### config.mk
export PLATFORM = sky130hd
export DESIGN_NAME = ddl_top
export DESIGN_NICKNAME = d
export VERILOG_FILES = /design/src/ddl_sync.sv /design/src/ddl_top.sv
export SDC_FILE = /design/constraint.sdc
export NUM_CORES = 1
export LEC_CHECK = 0
export ABC_AREA = 1
export ABC_CLOCK_PERIOD_IN_PS = 3030
export BUFFER_PORTS_ARGS = -buffer_cell sky130_fd_sc_hd__buf_2
export CAP_MARGIN = 20
export CORE_MARGIN = 8
export CORE_UTILIZATION = 55
export DETAILED_ROUTE_END_ITERATION = 8
export HOLD_SLACK_MARGIN = 0.15
export PLACE_DENSITY = 0.83
export SLEW_MARGIN = 5
export SYNTH_ARGS = -nofsm -noshare
export SYNTH_HDL_FRONTEND = slang
export SYNTH_SLANG_ARGS = --single-unit
### constraint.sdc
create_clock -name CLK -period 3.03 [get_ports CLK]
set_input_delay 0.1515 -clock CLK [delete_from_list [all_inputs] [get_ports CLK]]
set_output_delay 0.1515 -clock CLK [all_outputs]
set_load 0.03 [all_outputs]
### src/ddl_sync.sv
// constants for the dual converter latch control and a two-flop synchroniser
`default_nettype none

package ddl_pkg;
    // width of the shared parallel data port
    localparam int DW = 12;
    // all-ones code, used to form the complementary output code
    localparam logic [11:0] CODE_MAX = 12'hfff;
    // idle code held in the latches after reset
    localparam logic [11:0] CODE_ZERO = 12'h000;
    // levels that the pins float to when left open (normal operation)
    localparam logic DEF_POWER_OFF = 1'b0;
    localparam logic DEF_STANDBY_SEL = 1'b1;
    localparam logic DEF_CS_N = 1'b0;
    localparam logic DEF_VPOWER_OFF = 1'b0;
    localparam logic DEF_CLK = 1'b0;
    // bit positions inside the synchronised pin vector
    localparam int POS_VPOWER_OFF = 0;
    localparam int POS_STANDBY_SEL = 1;
    localparam int POS_POWER_OFF = 2;
    localparam int POS_CS_N = 3;
    localparam int POS_CLK = 4;
    localparam int POS_DATA = 5;
    // width of the synchronised pin vector
    localparam int SW = DW + 5;
    // reset value of the synchronised pin vector
    localparam logic [SW-1:0] SYNC_RST = {CODE_ZERO, DEF_CLK, DEF_CS_N,
        DEF_POWER_OFF, DEF_STANDBY_SEL, DEF_VPOWER_OFF};
endpackage : ddl_pkg

module ddl_sync
    import ddl_pkg::*;
#(
    parameter int W = SW,
    parameter logic [W-1:0] RST = '0
) (
    input wire logic CLK,
    input wire logic ARST_N,
    input wire logic [W-1:0] d,
    output logic [W-1:0] q
);
    // first stage, read only by the second stage
    logic [W-1:0] meta;

    // two flip-flops per bit, reset to the RST value
    always_ff @(posedge CLK or negedge ARST_N) begin
        if (!ARST_N) begin
            meta <= RST;
            q <= RST;
        end else begin
            meta <= d;
            q <= meta;
        end
    end
endmodule : ddl_sync

`default_nettype wire

### src/ddl_top.sv
// input latch and mode control of the dual current converter
// Notes on behaviour
// - channel one on rising, two on falling
// - rising edge outputs stored pair together
// - active mode: latch clock follows input clock
// - chip select high: no data capture
// - chip select sampled at rising; high holds clock
// - after select low: falling, then rising outputs
// - standby keeps capturing, outputs stay frozen
// - standby with select high: gated, outputs off
// - standby released: outputs resume earlier state
// - select high, no standby: hold last output
// - full power-down: outputs off, clock gated; here only the current outputs go off, voltage outputs follow their own pin
// - voltage power-down pin disables voltage outputs
// - open mode pins give normal operation
// - codes unsigned, complement carries remainder
// - straight offset binary coding of codes
`default_nettype none

module ddl_top
    import ddl_pkg::*;
(
    input wire logic CLK,
    input wire logic ARST_N,
    input wire logic DATA_CLK,
    input wire logic [DW-1:0] DATA_IN,
    input wire logic CS_N,
    input wire logic FULL_POWER_DOWN,
    input wire logic STANDBY_SELECT,
    input wire logic VOLTAGE_CONV_POWER_DOWN,
    output logic [DW-1:0] TRUE_CURRENT_OUTPUT1,
    output logic [DW-1:0] TRUE_CURRENT_OUTPUT2,
    output logic [DW-1:0] COMP_CURRENT_OUTPUT1,
    output logic [DW-1:0] COMP_CURRENT_OUTPUT2,
    output logic CURRENT_OUT_ENABLE,
    output logic VOLTAGE_OUT_ENABLE,
    output logic LATCH_CLK
);
    // whole state of the block
    typedef struct packed {
        logic clk_q;            // delayed copy of the synced input clock
        logic gate_hold;        // latch clock held high by select/power-down
        logic lclk;             // internal latch clock
        logic [DW-1:0] ch1;     // channel one input latch
        logic [DW-1:0] ch2;     // channel two input latch
        logic [DW-1:0] out1;    // channel one converter code
        logic [DW-1:0] out2;    // channel two converter code
        logic [DW-1:0] cmp1;    // channel one complementary code
        logic [DW-1:0] cmp2;    // channel two complementary code
        logic i_en;             // current outputs driven
        logic v_en;             // voltage outputs driven
    } ddl_state_s;

    ddl_state_s st;             // registered state
    ddl_state_s next_st;        // next state
    logic [SW-1:0] pins;        // raw pin vector
    logic [SW-1:0] syn;         // synchronised pin vector
    logic clk_s;                // synced input clock
    logic cs_n_s;               // synced active-low chip select
    logic poff_s;               // synced full power-down
    logic ssel_s;               // synced standby select, low = standby
    logic vpoff_s;              // synced voltage power-down
    logic [DW-1:0] data_s;      // synced data word
    logic rise;                 // rising edge of the input clock
    logic fall;                 // falling edge of the input clock
    logic open_gate;            // capture allowed: gate not held, no power-down

    // every pin passes two flops; reset values are the open-pin levels
    assign pins = {DATA_IN, DATA_CLK, CS_N, FULL_POWER_DOWN,
                   STANDBY_SELECT, VOLTAGE_CONV_POWER_DOWN};

    // data rides with the clock so both see the same delay
    ddl_sync #(.W(SW), .RST(SYNC_RST)) u_sync (
        .CLK(CLK),
        .ARST_N(ARST_N),
        .d(pins),
        .q(syn)
    );

    assign clk_s = syn[POS_CLK];
    assign cs_n_s = syn[POS_CS_N];
    assign poff_s = syn[POS_POWER_OFF];
    assign ssel_s = syn[POS_STANDBY_SEL];
    assign vpoff_s = syn[POS_VPOWER_OFF];
    assign data_s = syn[POS_DATA +: DW];
    assign rise = clk_s & ~st.clk_q;
    assign fall = ~clk_s & st.clk_q;
    // power-down stops capture at once, chip select waits for a rise
    assign open_gate = ~st.gate_hold & ~poff_s;

    // next-state logic
    always_comb begin
        next_st = st;
        next_st.clk_q = clk_s;
        // the gate hold takes select and power-down only on a rising edge
        if (rise) begin
            next_st.gate_hold = cs_n_s | poff_s;
        end
        // a held gate keeps the latch clock high, else it follows
        next_st.lclk = next_st.gate_hold | clk_s;
        // rising edge with the gate open: output pair, take channel one
        if (rise && open_gate) begin
            next_st.ch1 = data_s;
            // standby or power-down freezes the converter codes
            if (ssel_s && !poff_s) begin
                next_st.out1 = st.ch1;
                next_st.out2 = st.ch2;
                next_st.cmp1 = st.ch1 ^ CODE_MAX;
                next_st.cmp2 = st.ch2 ^ CODE_MAX;
            end
        end
        // falling edge with the gate open takes channel two
        if (fall && open_gate) begin
            next_st.ch2 = data_s;
        end
        // current outputs off in standby or full power-down
        next_st.i_en = ssel_s & ~poff_s;
        // voltage section follows its own pin only
        next_st.v_en = ~vpoff_s;
    end

    // state register
    always_ff @(posedge CLK or negedge ARST_N) begin
        if (!ARST_N) begin
            st.clk_q <= DEF_CLK;
            st.gate_hold <= DEF_CS_N | DEF_POWER_OFF;
            st.lclk <= DEF_CS_N | DEF_POWER_OFF | DEF_CLK;
            st.ch1 <= CODE_ZERO;
            st.ch2 <= CODE_ZERO;
            st.out1 <= CODE_ZERO;
            st.out2 <= CODE_ZERO;
            st.cmp1 <= CODE_MAX;
            st.cmp2 <= CODE_MAX;
            st.i_en <= DEF_STANDBY_SEL & ~DEF_POWER_OFF;
            st.v_en <= ~DEF_VPOWER_OFF;
        end else begin
            st <= next_st;
        end
    end

    // outputs straight from the state register
    assign TRUE_CURRENT_OUTPUT1 = st.out1;
    assign TRUE_CURRENT_OUTPUT2 = st.out2;
    assign COMP_CURRENT_OUTPUT1 = st.cmp1;
    assign COMP_CURRENT_OUTPUT2 = st.cmp2;
    assign CURRENT_OUT_ENABLE = st.i_en;
    assign VOLTAGE_OUT_ENABLE = st.v_en;
    assign LATCH_CLK = st.lclk;

    // channel one captured on an open rising edge
    chk_ch1_capture: assert property (
        @(posedge CLK) disable iff (!ARST_N)
        rise && open_gate |=> st.ch1 == $past(data_s))
        else $error("channel one not captured on rising edge");

    // channel two captured on an open falling edge
    chk_ch2_capture: assert property (
        @(posedge CLK) disable iff (!ARST_N)
        fall && open_gate |=> st.ch2 == $past(data_s))
        else $error("channel two not captured on falling edge");

    // both codes updated together from the stored pair
    chk_pair_update: assert property (
        @(posedge CLK) disable iff (!ARST_N)
        rise && open_gate && ssel_s |=>
        st.out1 == $past(st.ch1) && st.out2 == $past(st.ch2))
        else $error("output pair not updated together");

    // latch clock still high two cycles after a rising edge with select and power-down low
    chk_lclk_follow: assert property (
        @(posedge CLK) disable iff (!ARST_N)
        !cs_n_s && !poff_s && rise ##1 !cs_n_s && !poff_s |=>
        LATCH_CLK == $past(st.clk_q))
        else $error("latch clock does not follow input clock");

    // held gate stops all capture
    chk_cs_blocks: assert property (
        @(posedge CLK) disable iff (!ARST_N)
        st.gate_hold |=> $stable(st.ch1) && $stable(st.ch2))
        else $error("data captured while chip select held");

    // held gate keeps the last codes so devices can share a bus
    chk_hold_last: assert property (
        @(posedge CLK) disable iff (!ARST_N)
        st.gate_hold |=> $stable(st.out1) && $stable(st.out2))
        else $error("outputs changed while chip select held");

    // select sampled on the rising edge only
    chk_gate_sample: assert property (
        @(posedge CLK) disable iff (!ARST_N)
        rise |=> st.gate_hold == $past(cs_n_s | poff_s) &&
        LATCH_CLK == (st.gate_hold | $past(clk_s)))
        else $error("chip select not sampled on rising edge");

    // standby freezes the converter codes
    chk_standby_freeze: assert property (
        @(posedge CLK) disable iff (!ARST_N)
        !ssel_s |=> $stable(st.out1) && $stable(st.out2))
        else $error("outputs changed during standby");

    // full power-down stops capture without waiting for a rise
    chk_poff_blocks: assert property (
        @(posedge CLK) disable iff (!ARST_N)
        poff_s |=> $stable(st.ch1) && $stable(st.ch2))
        else $error("data captured during full power-down");

    // current outputs off in standby or power-down
    chk_cur_enable: assert property (
        @(posedge CLK) disable iff (!ARST_N)
        ##1 CURRENT_OUT_ENABLE == $past(ssel_s && !poff_s))
        else $error("current output enable wrong");

    // voltage outputs follow their own power-down pin
    chk_volt_enable: assert property (
        @(posedge CLK) disable iff (!ARST_N)
        ##1 VOLTAGE_OUT_ENABLE == !$past(vpoff_s))
        else $error("voltage output enable wrong");

    // complementary code carries the remainder
    chk_comp_code: assert property (
        @(posedge CLK) disable iff (!ARST_N)
        $changed(st.out1) |-> (st.out1 ^ st.cmp1) == CODE_MAX)
        else $error("complementary code mismatch");

    // channel two complement is full scale minus the code
    chk_comp_two: assert property (
        @(posedge CLK) disable iff (!ARST_N)
        $changed(st.out2) |-> st.cmp2 == CODE_MAX - st.out2)
        else $error("channel two complementary code mismatch");
endmodule : ddl_top

`default_nettype wire

==> metrics.md <==
| Metric | Value |
|---|---|
| Outcome | complete, no violations |
| Int Power | 2.642 mW |
| Switch share | 0.3389 |
| Cell leakage power | 2.521 nW |
| Number of warnings printed during yosys synthesis | 0 |
| Number of vias after detailed routing | 2773 |
| Worst reg2reg startpoint | u_sync.q[4]$_DFF_PN0_ |
| Post-CTS Hold Fix Bufs | 18 |
| Launching instance or port of the critical path | u_sync.q[4]$_DFF_PN0_ |
| Final Hold Fails | 0 |
| Post-route total power | 3.996 mW |
| Area share of the leading cell type in the synthesized netlist | 0.4746 |
| Net Sw Power | 1.354 mW |
| Top cells by instance count after synthesis | sky130_fd_sc_hd__nand2_1 (123), sky130_fd_sc_hd__dfrtp_1 (83), sky130_fd_sc_hd__buf_4 (50), sky130_fd_sc_hd__nand4_1 (48), sky130_fd_sc_hd__inv_1 (40) |
| Post-CTS repair timing setup buffer count | 0 |
| Largest net degree at the start of global routing | 51 |
| Die span in y | 105.2 um |
| Antenna Nets Post-Route | 0 |
| CTS HTree Levels | 3 |
| Met1 Usage GRT | 0.1981 |
| Clock Skews | 0.01137 ns |
| Top Usage Layer GRT | met2 |
| Number of global-route vias before repair | 2690 |
| Kind of critical path | flop to flop |
| Post-CTS resize count | 0 |
| Fin cells | 565 |
| Least-Margin Pin Slew | 0.8001 ns |
| Fraction of the yosys area taken by sequential cells | 0.6427 |
| Maximum net fanout on the critical path | 24 |
| Power density of the placed cells | 827.6 nW/um^2 |
| Global placement routability congestion | 0.8296 |
| Violation count after the first detailed-route iteration | 185 |
| Die outline area | 11070 sq um |
| Path depth of the worst reg2reg path | 5 |
| Element type at the critical path start | flop |
| Instance count of the mapped netlist | 427 |
| First-pass DRT Iterations | 4 |
| Global router's overall resource usage | 0.1472 |
| Routed Wire Length | 7969 um |
| Antenna violations before repair | 0 |
| Area inside the core boundary | 7727 sq um |
| Top area cells in the synthesized netlist | sky130_fd_sc_hd__dfrtp_1 (47%), sky130_fd_sc_hd__dfstp_2 (17%), sky130_fd_sc_hd__nand2_1 (11%), sky130_fd_sc_hd__buf_4 (8.6%), sky130_fd_sc_hd__nand4_1 (6.9%) |
| Biggest area consumer among synthesized cells | sky130_fd_sc_hd__dfrtp_1 |
| Flop2flop setup slack | 1.12 ns |
| Number of maximum-capacitance violations | 0 |
| Largest vdd supply drop | 0.0002952 V |
| Longest Clk Path Bufs | 2 |
| Final number of setup-violating endpoints | 0 |
| Antenna diode instance count | 0 |
| First-pass GRT wire length | 13330 um |
| DR DRC count | 0 |
| Share of the clock period used by the worst path after layout | 0.6291 |
| Most common cell in the netlist | sky130_fd_sc_hd__nand2_1 |
| Total grt overflow | 0 |
| RR Endpoint | st[62]$_DFFE_PN0P_ |
| Top FF cell, synth | sky130_fd_sc_hd__dfrtp_1 |
| Starting density of the core | 0.5664 |
| Register bit total from synthesis | 111 |
| Setup TNS after final layout | 0 ns |
| Fraction of layout instances using a drive strength above 1 | 0.2592 |
| Clock-pin transition on the worst setup and hold timing paths | 0.09 ns |
| Required arrival time at the worst endpoint | 3.23 ns |
| Clock tree from TritonCTS | built |
| Synthesized area divided by synthesized cell count | 10.25 sq um |
| Total CTS buffers | 9 |
| Average detailed-routed wire length per instance | 14.10 um |
| Mapped cell area | 4377 sq um |
| Worst-Skew Late Latency | 0.35 ns |
| Slew Limit Fails | 0 |
| Ports | 70 |
| Width of the chip | 105.2 um |
| Met2 track demand over resource in global routing | 0.2280 |
| Clock root buffer | sky130_fd_sc_hd__clkbuf_8 |
| Global routing met3 resource utilization | 0.03317 |
| Critical path capture point type | flop |
| Number of sinks driven by the clock tree | 111 |
| Worst min path class | input pin to async pin |
| Clk pwr share | 0.241 |
| Number of nets in the final layout | 477 |
| Total nets after synthesis | 446 |
| Portion of total power attributed to combinational logic | 0.248 |
| Share of async-settable or async-resettable flops after synthesis | 1.000 |
| DR vias/cell | 4.908 |
| Share of power burned in registers | 0.512 |
| Worst slew margin | 0.4666 |
| Unique masters post-synth | 16 |
| Total number of placement rows | 32 |
| Peak Freq | 0.5246 GHz |
| CP arrival | 2.11 ns |
| Layout overhead on the synthesized area | 10.32% |
| Count of buffers from port buffering | 69 |
| Half-perimeter wire length after placement | 5654 um |
| Setup repair after global routing missed its margin | false |
| Clock period minus worst slack | 1.906 ns |
| Placed Cells | 531 |
| Number of flops mapped to enable cells by yosys | 0 |
| Crit path to | st[62]$_DFFE_PN0P_ |
cell families (layout without fill, tap and decap cells):
| logic type | count (synthesis) | count (layout) | share of synthesized area |
|---|---|---|---|
| DFF | 111 | 111 | 0.6427 |
| buffers and inverters | 113 | 149 | 0.1455 |
| and+or+nand+nor | 177 | 177 | 0.1821 |
| AOI/OAI and AO/OA | 26 | 26 | 0.02973 |
how the worst min path moves through the flow:
stage	startpoint	to
floorplan	ARST_N	LATCH_CLK$_DFF_PN0_
global placement	ARST_N	u_sync.meta[0]$_DFF_PN0_
detailed placement	ARST_N	u_sync.meta[0]$_DFF_PN0_
CTS	ARST_N	u_sync.q[4]$_DFF_PN0_
global route	u_sync.meta[6]$_DFF_PN0_	u_sync.q[6]$_DFF_PN0_
finish	ARST_N	u_sync.meta[7]$_DFF_PN0_
power by group through the flow:
stage | clock network [mW] | logic [mW] | registers (mW)
after floorplan | 0 | 0.964 | 2.01
after global routing | 1.05 | 1.08 | 2.08
final | 0.963 | 0.989 | 2.04
after detailed placement | 0 | 0.988 | 2.07
after CTS | 0.992 | 1.01 | 2.04
after global placement | 0 | 0.963 | 2.06
state kept, by name (all words and copies together) (netlist names):
name / count
COMP_CURRENT_OUTPUT2: 12
LATCH_CLK: 1
VOLTAGE_OUT_ENABLE: 1
TRUE_CURRENT_OUTPUT2: 12
CURRENT_OUT_ENABLE: 1
TRUE_CURRENT_OUTPUT1: 12
u_sync.meta: 17
u_sync.q: 17
COMP_CURRENT_OUTPUT1: 12
st: 26
through the flow:
step | hold slack [ns] | setup WS (ns) | utilization | instance area [sq um]
floorplan | -0.1441 | 1.760 | - | 4377
global placement | 0.1849 | 1.216 | 0.5714 | 4415
detailed placement | 0.1919 | 1.174 | 0.5714 | 4415
CTS | 0.3474 | 1.125 | 0.6248 | 4828
global route | 0.3603 | 0.9307 | 0.6248 | 4828
finish | 0.3435 | 1.124 | 0.6248 | 4828
area by class of cell:
| type | instances | area (sq um) |
|---|---|---|
| multi-input combinational | 203 | 932.1 |
| clock inverter | 4 | 77.57 |
| clock buffer | 12 | 155.1 |
| inverter | 40 | 150.1 |
| timing repair buffer | 93 | 573.1 |
| tap | 102 | 127.6 |
| sequential | 111 | 2813 |
| fill | 621 | 2899 |
cells in the final DEF, fill, tap and decap left out:
cell and instances:
sky130_fd_sc_hd__nand4_1 48, sky130_fd_sc_hd__o21ai_0 23, sky130_fd_sc_hd__buf_2 68, sky130_fd_sc_hd__buf_4 7, sky130_fd_sc_hd__nor2_1 2, sky130_fd_sc_hd__dlygate4sd3_1 18, sky130_fd_sc_hd__clkbuf_8 11, sky130_fd_sc_hd__clkbuf_1 1
sky130_fd_sc_hd__clkinv_4 2, sky130_fd_sc_hd__bufinv_16 2, sky130_fd_sc_hd__o21ai_1 3, sky130_fd_sc_hd__inv_1 40, sky130_fd_sc_hd__dfstp_2 28, sky130_fd_sc_hd__dfrtp_1 83, sky130_fd_sc_hd__nand2_1 123, sky130_fd_sc_hd__nor2_4 2
sky130_fd_sc_hd__nand3_1 2
layer usage:
metal,wire [um],vias to the layer above
li1,-,1369
met1,3571,1303
met2,3869,93
met3,444,8
met4,84,0
met5,0,-
critical path: stages (launching register included):
cell and delay, ns:
sky130_fd_sc_hd__dfrtp_1 0.38, sky130_fd_sc_hd__inv_1 0.10, sky130_fd_sc_hd__nor2_4 0.41, sky130_fd_sc_hd__nand2_1 0.57, sky130_fd_sc_hd__nand2_1 0.20, sky130_fd_sc_hd__o21ai_0 0.10
Note: power is estimated with default switching activity, not from simulation.
